--- src/hdl/rfc_defs.svh ---
// Offsets, field positions, reset values and timing counts of the reset-flag
// and clock-configuration block. Included by the design.
`ifndef RFC_DEFS_SVH
`define RFC_DEFS_SVH

// ****************************************************************
// Register byte offsets
// ****************************************************************
`define RFC_OFF_CSTS     8'h24
`define RFC_OFF_PRST     8'h28
`define RFC_OFF_PDIV     8'h2C
`define RFC_OFF_IRQ_STAT 8'h30
`define RFC_OFF_IRQ_MASK 8'h34

// ****************************************************************
// Field positions
// ****************************************************************
`define RFC_B_OSC_EN     0
`define RFC_B_OSC_RDY    1
`define RFC_B_CORE_FLG   23
`define RFC_B_FLG_CLR    24
`define RFC_B_OPT_FLG    25
`define RFC_B_PIN_FLG    26
`define RFC_B_POR_FLG    27
`define RFC_B_SW_FLG     28
`define RFC_B_IWD_FLG    29
`define RFC_B_WWD_FLG    30
`define RFC_B_LP_FLG     31
`define RFC_B_FLG_LO     23
`define RFC_PRST_MASK    32'h015E0000
`define RFC_PDIV_MASK    32'h0000000F

// ****************************************************************
// Reset values and timing
// ****************************************************************
`define RFC_PRST_RST     32'h00000000
`define RFC_PDIV_RST     4'h0
// Cause vector after a power reset: only the power-on/off flag (por member)
`define RFC_FLAGS_POR    8'h08
`define RFC_CSTS_WAIT    2'h1

`endif

--- src/hdl/rfc_pkg.sv ---
// Types shared by the reset-flag and clock-configuration block.
// Assumes rfc_defs.svh is on the include path.
package rfc_pkg;

  // ****************************************************************
  // Latched reset causes, one bit per source (core,opt,pin,por,sw,iwd,wwd,lp)
  // ****************************************************************
  typedef struct packed {
    logic lp;
    logic wwd;
    logic iwd;
    logic sw;
    logic por;
    logic pin;
    logic opt;
    logic core;
  } rfc_causes_type;

  // ****************************************************************
  // Peripheral reset outputs
  // ****************************************************************
  typedef struct packed {
    logic port_a_reset;
    logic port_b_reset;
    logic port_c_reset;
    logic port_d_reset;
    logic port_f_reset;
    logic touch_sense_reset;
  } rfc_periph_rst_type;

  typedef enum logic [1:0] {
    RFC_IDLE,
    RFC_WAIT,
    RFC_DATA
  } rfc_bus_state_type;

endpackage

--- src/hdl/rfc_reset_flags_and_clock_cfg.sv ---
// AHB-Lite slave holding the reset-cause flags, the low-speed oscillator
// control, the peripheral reset bits and the PLL input divider.
// Assumes cause pulses are synchronous to clock and that por_reset_n is
// the power reset, while reset_n is the system reset.
`timescale 1ns/1ps
`include "rfc_defs.svh"

module rfc_reset_flags_and_clock_cfg
  import rfc_pkg::*;
(
  // Clock and resets
  input  wire logic                        clock,
  input  wire logic                        reset_n,
  input  wire logic                        por_reset_n,
  // AHB-Lite slave
  input  wire logic                        hsel,
  input  wire logic [7:0]                  haddr,
  input  wire logic [1:0]                  htrans,
  input  wire logic                        hwrite,
  input  wire logic [2:0]                  hsize,
  input  wire logic [31:0]                 hwdata,
  input  wire logic                        hready,
  output logic      [31:0]                 hrdata,
  output logic                             hreadyout,
  output logic                             hresp,
  // Reset cause pulses
  input  wire rfc_pkg::rfc_causes_type     cause_events,
  // Oscillator and clocks
  input  wire logic                        low_speed_internal_clock_stable,
  output logic                             low_speed_osc_enable,
  output logic      [3:0]                  pll_input_divider,
  output logic      [4:0]                  pll_divide_ratio,
  // Peripheral resets
  output rfc_pkg::rfc_periph_rst_type      periph_resets,
  // Interrupt
  output logic                             irq
);
  import rfc_pkg::*;

  // ****************************************************************
  // System-reset domain state
  // ****************************************************************
  typedef struct packed {
    rfc_bus_state_type bst;
    logic [1:0]        wcnt;
    logic              pend_write;
    logic [7:0]        pend_addr;
    logic [3:0]        pend_be;
    logic              osc_en;
    logic              osc_rdy;
    logic [31:0]       prst;
    logic [3:0]        pdiv;
    logic [7:0]        irq_stat;
    logic [7:0]        irq_mask;
    logic [31:0]       rdata;
    logic              clr_req;
  } rfc_state_type;

  rfc_state_type state_r;
  rfc_state_type state_nxt;
  rfc_causes_type flags_r;
  rfc_causes_type flags_nxt;

  // Byte enables of a single aligned access
  function automatic logic [3:0] byte_enables(input logic [2:0] sz, input logic [1:0] a);
    logic [3:0] be;
    be = 4'h0;
    case (sz)
      3'h0: be = 4'h1 << a;
      3'h1: be = a[1] ? 4'hC : 4'h3;
      default: be = 4'hF;
    endcase
    return be;
  endfunction

  function automatic logic [31:0] lane_merge(input logic [31:0] old, input logic [31:0] wd,
                                             input logic [3:0] be);
    logic [31:0] res;
    res = old;
    for (int i = 0; i < 4; i++) begin
      if (be[i]) begin
        res[i*8 +: 8] = wd[i*8 +: 8];
      end
    end
    return res;
  endfunction

  function automatic logic [31:0] read_word(input logic [7:0] a, input rfc_state_type s,
                                            input rfc_causes_type f);
    logic [31:0] v;
    v = 32'h00000000;
    case (a)
      `RFC_OFF_CSTS: begin
        v[`RFC_B_OSC_EN]  = s.osc_en;
        v[`RFC_B_OSC_RDY] = s.osc_rdy;
        v[`RFC_B_CORE_FLG] = f.core;
        v[31:25] = {f.lp, f.wwd, f.iwd, f.sw, f.por, f.pin, f.opt};
      end
      `RFC_OFF_PRST:     v = s.prst & `RFC_PRST_MASK;
      `RFC_OFF_PDIV:     v[3:0] = s.pdiv;
      `RFC_OFF_IRQ_STAT: v[7:0] = s.irq_stat;
      `RFC_OFF_IRQ_MASK: v[7:0] = s.irq_mask;
      default:           v = 32'h00000000;
    endcase
    return v;
  endfunction

  logic        req;
  logic [31:0] wmerged;
  logic [31:0] wmasked;

  // ****************************************************************
  // Bus slave and control registers
  // ****************************************************************
  always_comb begin
    state_nxt = state_r;
    state_nxt.clr_req = 1'b0;
    req = hsel && hready && htrans[1];
    wmerged = lane_merge(32'h00000000, hwdata, state_r.pend_be);
    wmasked = wmerged;
    state_nxt.osc_rdy = state_r.osc_en && low_speed_internal_clock_stable;
    // Hardware set wins over a software clear in the same cycle
    state_nxt.irq_stat = state_r.irq_stat | cause_events;
    case (state_r.bst)
      RFC_WAIT: begin
        // Status register sits behind a slower path: fixed wait cycles
        if (state_r.wcnt != 2'h0) begin
          state_nxt.wcnt = state_r.wcnt - 2'h1;
        end else begin
          state_nxt.bst = RFC_DATA;
        end
      end
      RFC_DATA: begin
        state_nxt.bst = RFC_IDLE;
      end
      default: begin
        state_nxt.bst = RFC_IDLE;
      end
    endcase
    // Commit a write in the data phase, when hwdata is valid
    if (state_r.pend_write && hreadyout) begin
      case (state_r.pend_addr)
        `RFC_OFF_CSTS: begin
          if (state_r.pend_be[0]) begin
            state_nxt.osc_en = hwdata[`RFC_B_OSC_EN];
          end
          if (state_r.pend_be[3]) begin
            state_nxt.clr_req = hwdata[`RFC_B_FLG_CLR];
          end
        end
        `RFC_OFF_PRST: begin
          wmasked = lane_merge(state_r.prst, hwdata, state_r.pend_be);
          state_nxt.prst = wmasked & `RFC_PRST_MASK;
        end
        `RFC_OFF_PDIV: begin
          if (state_r.pend_be[0]) begin
            state_nxt.pdiv = hwdata[3:0];
          end
        end
        `RFC_OFF_IRQ_STAT: begin
          if (state_r.pend_be[0]) begin
            state_nxt.irq_stat = (state_r.irq_stat & ~wmerged[7:0]) | cause_events;
          end
        end
        `RFC_OFF_IRQ_MASK: begin
          if (state_r.pend_be[0]) begin
            state_nxt.irq_mask = hwdata[7:0];
          end
        end
        default: begin
          state_nxt.irq_mask = state_r.irq_mask;
        end
      endcase
      state_nxt.pend_write = 1'b0;
    end
    if (hreadyout) begin
      state_nxt.pend_write = 1'b0;
      if (req) begin
        state_nxt.pend_write = hwrite;
        state_nxt.pend_addr = {haddr[7:2], 2'b00};
        state_nxt.pend_be = byte_enables(hsize, haddr[1:0]);
        if ({haddr[7:2], 2'b00} == `RFC_OFF_CSTS) begin
          state_nxt.bst = RFC_WAIT;
          state_nxt.wcnt = `RFC_CSTS_WAIT;
        end else begin
          state_nxt.bst = RFC_IDLE;
        end
      end
    end
    // Read data captured so it is registered in the data phase
    if (hreadyout && req && !hwrite) begin
      state_nxt.rdata = read_word({haddr[7:2], 2'b00}, state_nxt, flags_r);
    end else if (state_r.bst == RFC_WAIT && state_r.wcnt == 2'h0) begin
      state_nxt.rdata = read_word(state_r.pend_addr, state_r, flags_r);
    end
  end

  always_ff @(posedge clock or negedge reset_n) begin
    if (!reset_n) begin
      state_r <= '{bst: RFC_IDLE, wcnt: 2'h0, pend_write: 1'b0, pend_addr: 8'h00,
                   pend_be: 4'h0, osc_en: 1'b0, osc_rdy: 1'b0, prst: `RFC_PRST_RST,
                   pdiv: `RFC_PDIV_RST, irq_stat: 8'h00, irq_mask: 8'h00,
                   rdata: 32'h00000000, clr_req: 1'b0};
    end else begin
      state_r <= state_nxt;
    end
  end

  // ****************************************************************
  // Reset-cause flags: power-reset domain only
  // ****************************************************************
  always_comb begin
    flags_nxt = flags_r;
    if (state_r.clr_req) begin
      flags_nxt = '0;
    end
    // A cause arriving with the clear still lands
    flags_nxt = flags_nxt | cause_events;
  end

  // Power reset loads its own flag while asserted; flags ignore system reset
  always_ff @(posedge clock or negedge por_reset_n) begin
    if (!por_reset_n) begin
      flags_r <= `RFC_FLAGS_POR;
    end else begin
      flags_r <= flags_nxt;
    end
  end

  // ****************************************************************
  // Outputs
  // ****************************************************************
  assign hreadyout = (state_r.bst != RFC_WAIT);
  assign hresp     = 1'b0;
  assign hrdata    = state_r.rdata;
  assign low_speed_osc_enable = state_r.osc_en;
  assign pll_input_divider    = state_r.pdiv;
  assign pll_divide_ratio     = {1'b0, state_r.pdiv} + 5'h01;
  assign periph_resets = '{port_a_reset: state_r.prst[17], port_b_reset: state_r.prst[18],
                           port_c_reset: state_r.prst[19], port_d_reset: state_r.prst[20],
                           port_f_reset: state_r.prst[22],
                           touch_sense_reset: state_r.prst[24]};
  assign irq = |(state_r.irq_stat & state_r.irq_mask);

endmodule
--- config.mk ---
export PLATFORM = sky130hd
export DESIGN_NAME = rfc_reset_flags_and_clock_cfg
export DESIGN_NICKNAME = d
export VERILOG_FILES = /design/src/hdl/rfc_pkg.sv /design/src/hdl/rfc_reset_flags_and_clock_cfg.sv
export VERILOG_INCLUDE_DIRS = /design/src /design/src/hdl
export SDC_FILE = /design/constraint.sdc
export NUM_CORES = 1
export LEC_CHECK = 0
export BUFFER_PORTS_ARGS = -buffer_cell sky130_fd_sc_hd__clkbuf_2
export CAP_MARGIN = 40
export CORE_ASPECT_RATIO = 1.2
export CORE_MARGIN = 10
export CORE_UTILIZATION = 58
export CTS_BUF_LIST = sky130_fd_sc_hd__clkbuf_8
export DETAILED_ROUTE_END_ITERATION = 16
export GPL_ROUTABILITY_DRIVEN = 0
export PLACE_DENSITY = 0.88
export SLEW_MARGIN = 20
export SYNTH_ARGS = -nofsm -noshare
export SYNTH_HDL_FRONTEND = slang
export SYNTH_SLANG_ARGS = --single-unit
--- constraint.sdc ---
create_clock -name clock -period 4.15 [get_ports clock]
set_input_delay 0.2075 -clock clock [delete_from_list [all_inputs] [get_ports clock]]
set_output_delay 0.2075 -clock clock [all_outputs]
set_load 0.1 [all_outputs]
==> impl_summary.log <==
[metrics] run status: finished, final reports clean
[metrics] I/O Pins: approximately 110
[metrics] clock input transition at the sequential cells of the worst setup and hold paths: around 0.080 ns
[metrics] Cells after Synth: approximately 380
[metrics] clock tree root driver cell: clkbuf_8
[metrics] post-synthesis simple-gate area fraction: about 17%
[metrics] sequential element share of the synthesized area: 47.0%
[metrics] FF+latch count, synth: 73
[metrics] first-pass GRT wire length: approximately 16,000 um
[metrics] final clock period utilization by the worst path: around 62%
[metrics] actual slew at the worst max-slew pin: ~0.86 ns
[metrics] data arrival time of the critical path: ~2.9 ns
[metrics] data required time at the worst endpoint: roughly 4.4 ns
[metrics] clock tree skew after final layout: approximately 0.011 ns
[metrics] Syn. warnings: 0
[metrics] number of global-route vias before repair: roughly 3,300
[metrics] pin count of the biggest net entering global routing: 29
[metrics] Area contributors post-synth: dfrtp_1, buf_4, mux2_2
[metrics] pins over their slew limit: 0
[metrics] proportion of synthesized area in mux cells: ~4.9%
[metrics] number of cells upsized or downsized after cts: 0
[metrics] Setup Slack @ Placement: between 1.5 and 2 ns
[metrics] GR Util All Layers: 19.6%
[metrics] ys async rst share: 100%
[metrics] type of element launching the critical path: flop
[metrics] drt drc: 0
[metrics] vias after detailed routing: 3,144
[metrics] combinational family with the most area after synthesis: compound AO/OA/AOI/OAI gates
[metrics] Initial Utilization: about 60%
[metrics] largest voltage drop on the vdd net: 230 uV
[metrics] count of cell types in the netlist: 52
[metrics] core area: 6490 um^2
[metrics] overflow left after global routing: 0
[metrics] compound-gate portion of the synthesized area: a little under a fifth
[metrics] filler cell count in the final layout: about 520
[metrics] Die Outline Area: between 10,000 and 15,000 um^2
[metrics] element type at the critical path end: flop
[metrics] Critical Path Fanout Max: 14
[metrics] crit path kind: reg -> reg
[metrics] Top Family by Delay on Critical Path: simple AND/OR/NAND/NOR gates
[metrics] final-report setup violation count: 0
[metrics] Hold Vio Cnt, Final: 0
[metrics] number of buffer and inverter instances along the worst setup path: 1
[metrics] area fraction of the dominant cell type after synthesis: between 40 and 50%
[metrics] cell area after technology mapping: ~3900 um^2
[metrics] tightest hold margin: 0.0609 ns
[metrics] number of nets still failing antenna checks after routing: 0
[metrics] number of antenna violations at the first check in global routing: 0
[metrics] leakage power figure: 2.05 nW
[metrics] mean area per synthesized cell: around 10 um^2
[metrics] number of buffers inserted during clock tree synthesis: 9
[metrics] nets@finish: between 400 and 500
[metrics] clock insertion delay at the later pin of the skew report: roughly 0.36 ns
[metrics] maximum capacitance violations: 0
[metrics] Post-synth EDFFs: 0
[metrics] Max Clk Rate: slightly below 400 MHz
[metrics] number of antenna diodes: 0
[metrics] final worst-path setup slack: 1.57 ns
[metrics] CTS sink count: 73
[metrics] leading register cell type out of synthesis: dfrtp_1
[metrics] Relative slew margins: a little over two fifths
[metrics] dpl hpwl: 7470 um
[metrics] synthesized-area fraction occupied by adder cells: less than 1%
[metrics] total negative slack for setup checks: 0 ns
[metrics] unrepaired setup endpoints after global routing: no
[metrics] post-synthesis xor/xnor area fraction: less than 1%
[metrics] Total Power: about 1.9 mW
[metrics] power per unit of standard cell area: about 440 nW/um^2
[metrics] worst stage delay on the critical path: about 0.77 ns
[metrics] die boundary width: 94.8 um
[metrics] Max H-tree Level: 3
[metrics] growth of design area from synthesis to finish: 10.5%
[metrics] cell type with the largest total area after synthesis: dfrtp_1
[metrics] number of violations reported at the end of detailed-routing iteration 0: a little under 300
[metrics] cells along the critical path: nor2b_1, inv_2, nand4_1, nor3_1, o21ai_0, a21oi_1
[metrics] Wirelength per Cell: 19.3 um
[metrics] fraction of final layout cells with drive strength greater than 1: about a third
[metrics] final non-filler cell area: approximately 4300 um^2
[metrics] DP Area: ~4000 um^2
[metrics] number of rows in the core area: 32
[metrics] class of the tightest hold or removal check: in -> reg
[metrics] clock tree from TritonCTS: done
[metrics] die extent in y: around 110 um
[metrics] WL final: ~10,000 um
[metrics] vias per cell: between 6 and 7
[metrics] router iterations before antenna repair: 5
[metrics] min cycle time layout: around 2.6 ns
[metrics] number of port buffers: 80
[metrics] Critical Path Slowest Stage Cell: nor3_1
[metrics] worst-case clock buffer depth: 2
repair_timing:
action,CTS,global route
hold endpoints to repair,17,0
hold buffers,2,0
setup buffers,0,0
registers in the layout, indices dropped and copies added (netlist names):
name and cells:
periph_resets 6, flags_r 8, pll_input_divider 4, hrdata 22, low_speed_osc_enable 1, state_r 32
metrics by stage:
step | instances | util [%]
after floorplan | 391 | -
after global placement | 499 | 62.2
after detailed placement | 502 | 62.8
after CTS | 520 | 66.3
after global routing | 520 | 66.3
final | 520 | 66.3
synthesized netlist by cell type (3+ instances only):
master     n
a221o_1    8
clkbuf_1   4
or2_2     12
o21ai_0   22
buf_2      8
a31oi_1    5
a21boi_0  12
a22o_1     8
inv_1     12
buf_4     45
dfrtp_1   72
a21o_1    13
nand2_1   24
mux2_2    15
nor4b_1    3
nand4_1    6
and3_1    10
nor3_1     7
a32oi_1    3
nand3_1    8
nor2_1    16
a22oi_1    6
a211oi_1   5
o211ai_1   4
a21oi_1   19
nand2b_1   3
where the power goes:
part           switching [mW]  total (mW)  internal [mW]
clock                   0.280       0.562          0.282
sequential             0.0491       0.806          0.757
combinational           0.420       0.523          0.103
placed cells by master, fill, tap and decap left out, drive strengths merged, types with 10 or more instances in the layout:
cell type and instances:
mux2 15, a21oi 19, clkbuf 89, a21boi 12, nand2 24, conb 11, and3 10, nor2 17
dfrtp 72, a21o 13, o21ai 23, or2 13, inv 14
worst paths after layout:
check,start,slack [ns],cells after the start,endpoint
worst max-delay path,state_r[102],1.57,6,hrdata[17]
worst min-delay path,low_speed_internal_clock_stable,0.06,3,state_r[85]
worst max register to register,state_r[102],1.57,6,hrdata[17]
worst min register to register,state_r[89],0.48,2,state_r[89]
max in group asynchronous,reset_n,3.15,3,state_r[48]
min in group asynchronous,por_reset_n,0.23,2,flags_r[2]
final cells by class:
class / count / area (um^2) / area share, %
clock buffer: 9 / 124 / 2.88
tap: 85 / 106 / 2.47
timing repair buffer: 86 / 460 / 10.7
clock inverter: 7 / 80.1 / 1.86
inverter: 13 / 48.8 / 1.13
sequential: 73 / 1830 / 42.5
multi-input combinational: 247 / 1650 / 38.4
tightest hold or removal path, delay by kind of cell:
kind                   cells  cell delay (ns)
and+or+nand+nor            1             0.06
buffers and inverters      2             0.12
cells by family (layout without fill, tap and decap cells):
kind of cell,after synthesis,count (layout)
AO/OA/AOI/OAI,107,107
XOR/XNOR,2,2
adder cells (fa/ha/maj),1,1
buffers and inverters,71,115
flip-flops,73,73
multiplexers,17,17
other,1,11
AND/OR/NAND/NOR,109,109
layer usage:
metal / up-vias / share of wire, % / track usage [%]
met1: 1511 / 37 / 21.6
met2: 164 / 51 / 33.4
met3: 38 / 8.3 / 4.64
met4: 0 / 3.5 / 11.8
met5: - / 0 / 0
li1: 1431 / - / -
No activity file was read; power rests on OpenSTA's default activity.
